<file path="src/rtl/cstc_pkg.sv">
// Package for the clock source and trim control block
package cstc_pkg;

	// ****************************************
	// Register map and fields
	// ****************************************
	localparam logic [1:0] MAIN_CLOCK_CONTROL_OFS = 2'h0;
	localparam logic [1:0] RC_OSCILLATOR_TRIM_OFS = 2'h1;
	localparam logic [1:0] LOCK_STATUS_OFS        = 2'h2;
	localparam logic [1:0] FACTORY_TRIM_OFS       = 2'h3;
	localparam int         SMS_BIT                = 0;
	localparam int         MCO_BIT                = 1;
	localparam logic [7:0] MCC_RESET              = 8'h00;
	localparam logic [7:0] MCC_WRITE_MASK         = 8'h03;
	localparam logic [7:0] RC_TRIM_RESET          = 8'hff;
	localparam logic [7:0] RC_TRIM_SEARCH_START   = 8'h80;
	localparam logic [7:0] FACTORY_ERASED         = 8'hff;

	// ****************************************
	// Clock figures and timing
	// ****************************************
	localparam int         CORE_CLK_MHZ           = 40;
	localparam int         SLOW_DIVIDE            = 32;
	localparam int         PLL_MUL_LOW            = 4;
	localparam int         PLL_MUL_HIGH           = 8;
	localparam int         TIMER_PLL_MUL          = 4;
	localparam int         PLL_STARTUP_US         = 1;
	localparam int         PLL_STARTUP_CYC        = (PLL_STARTUP_US * CORE_CLK_MHZ > 0) ?
	                                                 PLL_STARTUP_US * CORE_CLK_MHZ : 1;
	localparam int         PLL_LOCK_EXTRA_CYC     = 8;

	// ****************************************
	// Option-bit encodings
	// ****************************************
	typedef enum logic [2:0] {
		CSTC_SRC_EXT, CSTC_SRC_XTAL_LP, CSTC_SRC_XTAL_1, CSTC_SRC_XTAL_2,
		CSTC_SRC_XTAL_3, CSTC_SRC_XTAL_4, CSTC_SRC_RC, CSTC_SRC_EXT_PB4
	} cstc_src_t;

	typedef enum logic [1:0] {
		CSTC_PLL_OFF, CSTC_PLL_X4, CSTC_PLL_X8, CSTC_PLL_RSVD
	} cstc_pll_t;

	typedef struct packed {
		cstc_src_t  source;
		cstc_pll_t  pll_mode;
		logic       timer_pll_en;
		logic       ext_halve;
	} cstc_opt_t;

	typedef struct packed {
		logic [1:0] addr;
		logic [7:0] wdata;
		logic       wr;
		logic       rd;
	} cstc_bus_t;

endpackage

</file>
<file path="src/rtl/cstc_top.sv">
// Clock source selection, PLL control, slow mode, clock out and RC trim
//
// The implementer's own choices: the register addresses and the strobed register port.
module cstc_top
	import cstc_pkg::*;
(
	input  wire logic       core_clk,
	input  wire logic       rst,
	input  cstc_bus_t       bus,
	output logic [7:0]      rdata,
	input  cstc_opt_t       opt_bits,
	input  wire logic       wakeup,
	input  wire logic       readout_prot,
	input  wire logic [7:0] factory_5v_init,
	input  wire logic [7:0] factory_3v_init,
	output logic [7:0]      rc_trim_value,
	output logic            rc_osc_en,
	output logic            xtal_osc_en,
	output cstc_src_t       active_source,
	output logic            ext_from_port_b_line_4,
	output logic [3:0]      pll_factor,
	output logic            pll_run,
	output logic            osc_clk_gate,
	output logic            pll_locked,
	output logic            slow_mode_select,
	output logic            main_clock_output_enable,
	output logic            timer_pll_run,
	output logic            timer_input_ok
);

	// ****************************************
	// Registers
	// ****************************************
	logic [7:0] mcc_r, mcc_nxt;
	logic [7:0] trim_r, trim_nxt;
	logic [7:0] fac5_r, fac3_r;
	logic       fac_loaded_r;
	logic       prot_s1_r, prot_s2_r, prot_old_r;
	logic       wake_s1_r, wake_s2_r;
	cstc_opt_t  opt_r;
	logic       opt_loaded_r;
	logic [15:0] start_cnt_r;
	logic [3:0] lock_cnt_r;
	logic       gate_r, lock_r;
	logic [7:0] rdata_r;

	// Decode of the plain register port
	function automatic logic hit(input logic [1:0] a, input logic [1:0] ofs);
		hit = (a == ofs);
	endfunction

	wire wr_mcc  = bus.wr && hit(bus.addr, MAIN_CLOCK_CONTROL_OFS);
	wire wr_trim = bus.wr && hit(bus.addr, RC_OSCILLATOR_TRIM_OFS);
	wire pll_on  = (opt_r.pll_mode == CSTC_PLL_X4) || (opt_r.pll_mode == CSTC_PLL_X8);
	wire erase   = prot_old_r && !prot_s2_r;
	// Restart on reset release or on wakeup from halt
	wire restart = !opt_loaded_r || wake_s2_r;

	// Reserved bits forced to zero on write
	assign mcc_nxt  = wr_mcc ? (bus.wdata & MCC_WRITE_MASK) : mcc_r;
	assign trim_nxt = wr_trim ? bus.wdata : trim_r;

	// ****************************************
	// Software registers
	// ****************************************
	always_ff @(posedge core_clk)
	begin
		if (rst)
		begin
			mcc_r  <= MCC_RESET;
			trim_r <= RC_TRIM_RESET;
		end
		else
		begin
			mcc_r  <= mcc_nxt;
			trim_r <= trim_nxt;
		end
	end

	// Factory trim copies reload from the init inputs after each reset; erased by protection removal
	always_ff @(posedge core_clk)
	begin
		if (!fac_loaded_r || erase)
		begin
			fac5_r <= erase ? FACTORY_ERASED : factory_5v_init;
			fac3_r <= erase ? FACTORY_ERASED : factory_3v_init;
		end
	end

	always_ff @(posedge core_clk)
	begin
		if (rst)
			fac_loaded_r <= 1'b0;
		else
			fac_loaded_r <= 1'b1;
	end

	// Two-stage synchronisers for pin-side levels
	always_ff @(posedge core_clk)
	begin
		if (rst)
		begin
			prot_s1_r  <= 1'b0;
			prot_s2_r  <= 1'b0;
			prot_old_r <= 1'b0;
			wake_s1_r  <= 1'b0;
			wake_s2_r  <= 1'b0;
		end
		else
		begin
			prot_s1_r  <= readout_prot;
			prot_s2_r  <= prot_s1_r;
			prot_old_r <= prot_s2_r;
			wake_s1_r  <= wakeup;
			wake_s2_r  <= wake_s1_r;
		end
	end

	// ****************************************
	// Option capture
	// ****************************************
	// Options are caught on the first clock after reset release and then frozen,
	// so a glitch on the option lines cannot switch clocks mid-run.
	always_ff @(posedge core_clk)
	begin
		if (rst)
			opt_loaded_r <= 1'b0;
		else
			opt_loaded_r <= 1'b1;
	end

	always_ff @(posedge core_clk)
	begin
		if (!opt_loaded_r && !rst)
			opt_r <= opt_bits;
	end

	// ****************************************
	// PLL startup and lock
	// ****************************************
	// Output held off for the startup delay, lock after a few more cycles
	always_ff @(posedge core_clk)
	begin
		if (rst || restart)
		begin
			start_cnt_r <= 16'h0000;
			lock_cnt_r  <= 4'h0;
			gate_r      <= 1'b0;
			lock_r      <= 1'b0;
		end
		else if (!pll_on)
		begin
			gate_r <= 1'b1;
			lock_r <= 1'b0;
		end
		else if (start_cnt_r < 16'(PLL_STARTUP_CYC - 1))
			start_cnt_r <= start_cnt_r + 16'h0001;
		else if (!gate_r)
			gate_r <= 1'b1;
		else if (lock_cnt_r < 4'(PLL_LOCK_EXTRA_CYC - 1))
			lock_cnt_r <= lock_cnt_r + 4'h1;
		else
			lock_r <= 1'b1;
	end

	// ****************************************
	// Read path and outputs
	// ****************************************
	wire [7:0] rd_mux =
		hit(bus.addr, MAIN_CLOCK_CONTROL_OFS) ? mcc_r :
		hit(bus.addr, RC_OSCILLATOR_TRIM_OFS) ? trim_r :
		hit(bus.addr, LOCK_STATUS_OFS)        ? {7'h00, lock_r} :
		fac5_r;
	wire rc_sel   = (opt_r.source == CSTC_SRC_RC);
	wire xtal_sel = (opt_r.source != CSTC_SRC_EXT) && !rc_sel &&
	                (opt_r.source != CSTC_SRC_EXT_PB4);
	// 8 MHz reaches the timer PLL by RC x8, or external halved (x8 if 2 MHz)
	wire t_ok = opt_r.timer_pll_en &&
	            ((rc_sel && opt_r.pll_mode == CSTC_PLL_X8) || opt_r.ext_halve);

	always_ff @(posedge core_clk)
	begin
		if (rst)
			rdata_r <= 8'h00;
		else
			rdata_r <= bus.rd ? rd_mux : 8'h00;
	end

	// Registered status and clock-tree controls
	always_ff @(posedge core_clk)
	begin
		if (rst)
		begin
			rc_osc_en     <= 1'b0;
			active_source <= CSTC_SRC_EXT;
			ext_from_port_b_line_4 <= 1'b0;
			pll_factor    <= 4'h1;
			pll_run       <= 1'b0;
			timer_pll_run <= 1'b0;
			timer_input_ok <= 1'b0;
		end
		else
		begin
			rc_osc_en     <= rc_sel;
			active_source <= opt_r.source;
			ext_from_port_b_line_4 <= (opt_r.source == CSTC_SRC_EXT_PB4);
			// Unity factor gives raw RC or raw external clock
			pll_factor    <= (opt_r.pll_mode == CSTC_PLL_X8) ? 4'(PLL_MUL_HIGH) :
			                 (opt_r.pll_mode == CSTC_PLL_X4) ? 4'(PLL_MUL_LOW) :
			                 4'h1;
			pll_run       <= pll_on;
			timer_pll_run <= t_ok;
			timer_input_ok <= t_ok;
		end
	end

	// Crystal enable is never dropped by reset, so no restart time is paid
	always_ff @(posedge core_clk)
	begin
		xtal_osc_en <= opt_loaded_r ? xtal_sel : xtal_osc_en;
	end

	assign rdata                    = rdata_r;
	assign rc_trim_value            = trim_r;
	assign osc_clk_gate             = gate_r;
	assign pll_locked               = lock_r;
	assign slow_mode_select         = mcc_r[SMS_BIT];
	assign main_clock_output_enable = mcc_r[MCO_BIT];
endmodule

</file>
<file path="config.mk">
export PLATFORM = sky130hd
export DESIGN_NAME = cstc_top
export DESIGN_NICKNAME = d
export VERILOG_FILES = /design/src/rtl/cstc_pkg.sv /design/src/rtl/cstc_top.sv
export SDC_FILE = /design/constraint.sdc
export NUM_CORES = 1
export LEC_CHECK = 0
export BUFFER_PORTS_ARGS = -buffer_cell sky130_fd_sc_hd__buf_4
export CORE_ASPECT_RATIO = 1.25
export CORE_UTILIZATION = 55
export CTS_CLUSTER_DIAMETER = 150
export CTS_CLUSTER_SIZE = 20
export DETAILED_ROUTE_END_ITERATION = 8
export HOLD_SLACK_MARGIN = 0.15
export PLACE_DENSITY = 0.83
export SYNTH_ARGS = -nofsm -noshare
export SYNTH_HDL_FRONTEND = slang
export SYNTH_SLANG_ARGS = --single-unit
</file>
<file path="constraint.sdc">
create_clock -name core_clk -period 3.3 [get_ports core_clk]
set_input_delay 0.495 -clock core_clk [delete_from_list [all_inputs] [get_ports core_clk]]
set_output_delay 0.495 -clock core_clk [all_outputs]
set_load 0.01 [all_outputs]
</file>
; ---- Yosys cells after proc, flatten, opt, wreduce, memory -nomap -nowiden
; Index checks and enable logic that the tools add are counted.
[totals]
wordCells = 77
mem_count = 0
romBits = 0
latch_bits = 0
regBits = 73
ramBits = 0
in_bits = 39
[op_classes]
n_mux = 8
div_mod_pow = 0
shift = 0
n_addsub = 2
multipliers = 0
bitwise_logic = 4
n_reduce_logical = 26
n_lt_le_gt_ge = 2
n_eq_ne = 8
[op_table]
columns = operator, count
row1 = 16-bit by 1-bit adder with 16-bit output (second input constant), 1
row2 = 16-bit by 6-bit < comparator with 1-bit output (second input constant), 1
row3 = 8-bit two-way mux, 2
row4 = 1-bit logical AND, 8
row5 = 3-bit equality test (second input constant), 2
row6 = 2-bit OR reduction, 3
row7 = 1-bit logical OR, 5
row8 = 4-bit by 1-bit adder with 4-bit output (second input constant), 1
row9 = 2-bit by 1-bit equality test with 1-bit output (second input constant), 2
row10 = 2-bit equality test (second input constant), 2
row11 = 1-bit zero test, 4
row12 = 4-bit by 3-bit < comparator with 1-bit output (second input constant), 1
row13 = 4-bit two-way mux, 1
row14 = 1-bit NOT, 4
row15 = 4-bit AND reduction, 1
row16 = 1-bit two-way mux, 3
row17 = 3-bit two-way mux, 1
row18 = 3-bit != test (second input constant), 1
row19 = 3-bit AND reduction, 1
row20 = 3-bit nonzero test, 1
row21 = 3-bit OR reduction, 1
row22 = 2-bit zero test, 1
row23 = 2-bit two-way mux, 1
row24 = 2-bit != test (second input constant), 1
row25 = 2-bit AND reduction, 1

; ---- Logic depth before layout (Yosys ltp)
[logic_depth]
depth_word = 4
ltp_mapped = 6
ltp_nobuf = 5

; ---- Worst setup path after synthesis
; OpenSTA, ideal clock, no wires.
[synth_timing]
path_kind = input -> register
start = in rst
end = reg lock_cnt_r[0]
t_arrival_ps = 1565
slack_ps = 1656
stages = 6
cell_sequence = clkbuf_1 > or3b_2 > buf_2 > nor2_1 > o211ai_1 > o211ai_1
[synth_via]
elab_chain_cells = 1
[synth_rtl]
columns = item, line_no
row1 = start: declaration, cstc_top.sv:8  ; input wire logic rst,
row2 = 1-bit logical OR, cstc_top.sv:144  ; if (rst || restart)
row3 = end signal: assignment, cstc_top.sv:161  ; lock_cnt_r <= lock_cnt_r + 4'h1;
row4 = end: declaration, cstc_top.sv:43  ; logic [3:0] lock_cnt_r;
; No other way between the ends.
; A chain may end at the register's enable or synchronous reset.

; ---- Final worst setup path
[layout_timing]
start = reg start_cnt_r[0]
end = reg start_cnt_r[3]
[layout_via]
elab_chain_cells = 2
word_cells_on_any_way = 3
classes_between = 1 x add/sub / 1 x order compare / 1 x reduce/logical
[layout_rtl]
columns = item, line_no
row1 = start: declaration, cstc_top.sv:42  ; logic [15:0] start_cnt_r;
row2 = start signal: assignment, cstc_top.sv:157  ; start_cnt_r <= start_cnt_r + 16'h0001;
row3 = 16-bit by 6-bit < comparator with 1-bit output, cstc_top.sv:156  ; else if (start_cnt_r < 16'(PLL_STARTUP_CYC - 1))
row4 = 2-bit AND reduction (no source line), --
; Several ways; a longest one is shown, not always the timed one.

==> impl_results.md <==
* P_leak at 1.42 nW
* Via density at a little over 5
* Antenna violations before repair at 0
* Synth Flop Type: dfxtp_1
* Final-report max-slew violation count at 0
* Die X at roughly 64 um
* Cells after Synth at around 240
* Comb pwr share at under 10%
* PD cells at between 500 and 600 nW/um2
* DR DRC count at 0
* Worst slew pin tran at about 800 ps
* Net count after synthesis at roughly 280
* Synthesis Warnings at 0
* RSZ-0062 raised after global routing: false
* Net Sw Power at 0.375 mW
* FMAX at 504 MHz
* Antenna viol nets, final at 0
* Yosys top cell area share at 42.6%
* I/O pin count at 72
* Worst Reg-to-Reg Cells at 5
* Starting Density at about three fifths
* Placed Instance Area at 3120 um2
* DR pass1 iterations at 4
* Crit. End Element: register
* Place WS at ~1300 ps
* Part of the power in registers at a little under three fifths
* Clk_skew at roughly 8.8 ps
* Syn Std Cell Area at between 2000 and 3000 um2
* Core outline area at ~4500 um2
* Wire length per cell at 13.6 um
* GRT Total Usage at 21.9%
* Type of origin of the critical path: register
* Nets at ~350
* Via count at about 1900
* Clock Path Buffers at 2
* Post-route cell area at approximately 3300 um2
* Detail Placement HPWL at roughly 3600 um
* Largest net degree at the start of global routing at 20
* # hold bufs at CTS at 0
* Antenna Cells at 0
* Worst vdd ir at 361 uV
* Total CTS buffers at 9
* Die Span Y at about 80 um
* Slew margin rel. at 47.2%
* Synth top area cells: dfxtp_1 (43%), edfxtp_1 (18%), mux2i_1 (3.4%)
* Clock network power share at approximately a third
* Sw Share at about 23%
* GPL Wtd Cong at between 0.7 and 0.8
* H-tree depth at 3
* Final setup violation count at 0
* Detailed Route WL at around 5000 um
* Post-CTS Resized at 0
* Crit path max fanout at 14
* Run status: completed
* Vias in the first global route at 1850
* WS Path Type: register to register
* RR Startpoint: start_cnt_r[0]
* Filler cell count at between 300 and 400
* Post-synthesis sequential area ratio at about three fifths
* Worst Path Arrival at about 2200 ps
* Crit path from: start_cnt_r[0]
* Leading area contributor after synthesis: dfxtp_1
* Worst R2R End: start_cnt_r[3]
* Cell Count, Final, Fillers Out at 366
* Post-CTS Setup Inserts at 0
* Hold Fails Final Rpt at 0
* Worst setup margin at between 1000 and 1500 ps
* Clk_lat worst skew at 330 ps
* Hold Path Depth at 1
* Asr flop ratio synth at 0%
* Worst min path class: input pin to register
* Avg Inst Size Synth at ~11 um2
* Placed insts at 350
* Minimum clock period at about 2000 ps
* CTS tree: built
* Clk slew on worst S/H paths at roughly 70 ps
* Die area at about 5100 um2
* Sink Count at 72
* Post-synthesis cell type count at 43
* Setup_tns at 0 ps
* FP Rows at 27
* Initial DRC count at 95
* Post-synth EDFFs at 16
* Period utilization at 60.1%
* GRT Residual Overflow at 0
* Root buf cell: clkbuf_8
* Area grow syn2layout at 25.0%
* R2R Setup Slk at approximately 1300 ps
* #FFs+latches synth at a little over 70
* Global-route wire length before repair at between 8000 and 9000 um
* Port bufs at between 60 and 70
* End point of the critical path: start_cnt_r[3]
* Pint at 1.29 mW
* Layout cell share with drive strength beyond 1 at between 20% and 30%
* Max-Cap Viols at 0
* CP required at approximately 3600 ps
[layer usage]
metal | track usage (%) | wire [um]
met4 | 13.0 | 47
met2 | 38.6 | 2630
met1 | 23.6 | 2030
met5 | 0 | 0
met3 | 5.17 | 279
[worst min-delay path by stage]
| stage | start | endpoint | slack (ps) |
|---|---|---|---|
| floorplan | prot_s1_r | prot_s2_r | 410 |
| global placement | wake_s1_r | wake_s2_r | 420 |
| detailed placement | prot_s1_r | prot_s2_r | 420 |
| CTS | opt_bits[2] | opt_r[2] | 320 |
| global route | opt_bits[2] | opt_r[2] | 310 |
| finish | opt_bits[2] | opt_r[2] | 340 |
[critical path: stages, from the launching register on]
cell and delay, ps:
dfxtp_1 330, ha_1 240, a211oi_1 320, o21ai_1 310
or4_1 580, a21oi_1 140
[kinds of logic after synthesis]
family,share of synthesized area [%]
simple gates,23.0
flops,60.9
compound gates,6.57
buf+inv,3.19
mux,4.28
fa+ha+maj,1.90
other cells,0.143
[flip-flops by register name (all words and copies together), names as in the netlist, 2 cells and up]
name / cells
active_source: 3
lock_cnt_r: 4
rdata: 8
pll_factor: 3
rc_trim_value: 8
opt_r: 7
fac5_r: 8
start_cnt_r: 16
mcc_r: 2
[power groups by stage]
stage                     Sequential [mW]  Clock (mW)  Combinational (mW)
after floorplan                     0.971           0              0.0587
after CTS                           0.947       0.604               0.131
after global placement              0.965           0               0.125
final                               0.947       0.588               0.129
after detailed placement            0.967           0               0.130
after global routing                0.950       0.638               0.142
[cell usage after synthesis, drive strengths merged (5+ instances only)]
cell type and instances:
inv 8, o21ai 6, clkbuf 7, nor2b 11, o211ai 5, nor2 15
nand2b 9, dfxtp 56, buf 5, edfxtp 16, nand3 13, and2 10
a21oi 9, mux2i 9, nand2 23
[cell type report]
class / count / area, um2 / share of cell area [%]
clock buffers: 12 / 145 / 4.42
clock inverters: 4 / 21.3 / 0.647
inverters: 8 / 30.0 / 0.914
multi-input cells: 149 / 943 / 28.7
repair buffers: 63 / 473 / 14.4
well taps: 58 / 72.6 / 2.21
flip-flops and latches: 72 / 1600 / 48.7
[metrics by stage]
stage	util [%]	hold WS [ps]	power (mW)
2_1_floorplan	-	414	1.03
3_3_place_gp	69.5	417	1.09
3_5_place_dp	69.5	422	1.10
4_1_cts	73.2	316	1.68
5_1_grt	73.2	314	1.73
6_report	73.2	338	1.66
[cells in the final DEF, fill, tap and decap left out, types with 3 or more instances in the layout]
master	synthesis	final
a21oi_1	9	9
and2_1	9	9
and3_1	4	4
buf_4	2	63
clkbuf_8	0	10
dfxtp_1	56	56
edfxtp_1	16	16
ha_1	4	4
inv_1	8	8
mux2i_1	9	9
nand2_1	22	22
nand2b_1	9	9
nand3_1	13	13
nor2_1	15	15
nor2b_1	11	11
nor3b_1	3	3
o211ai_1	5	5
o21ai_0	5	5
No activity file was read; power rests on OpenSTA's default activity.
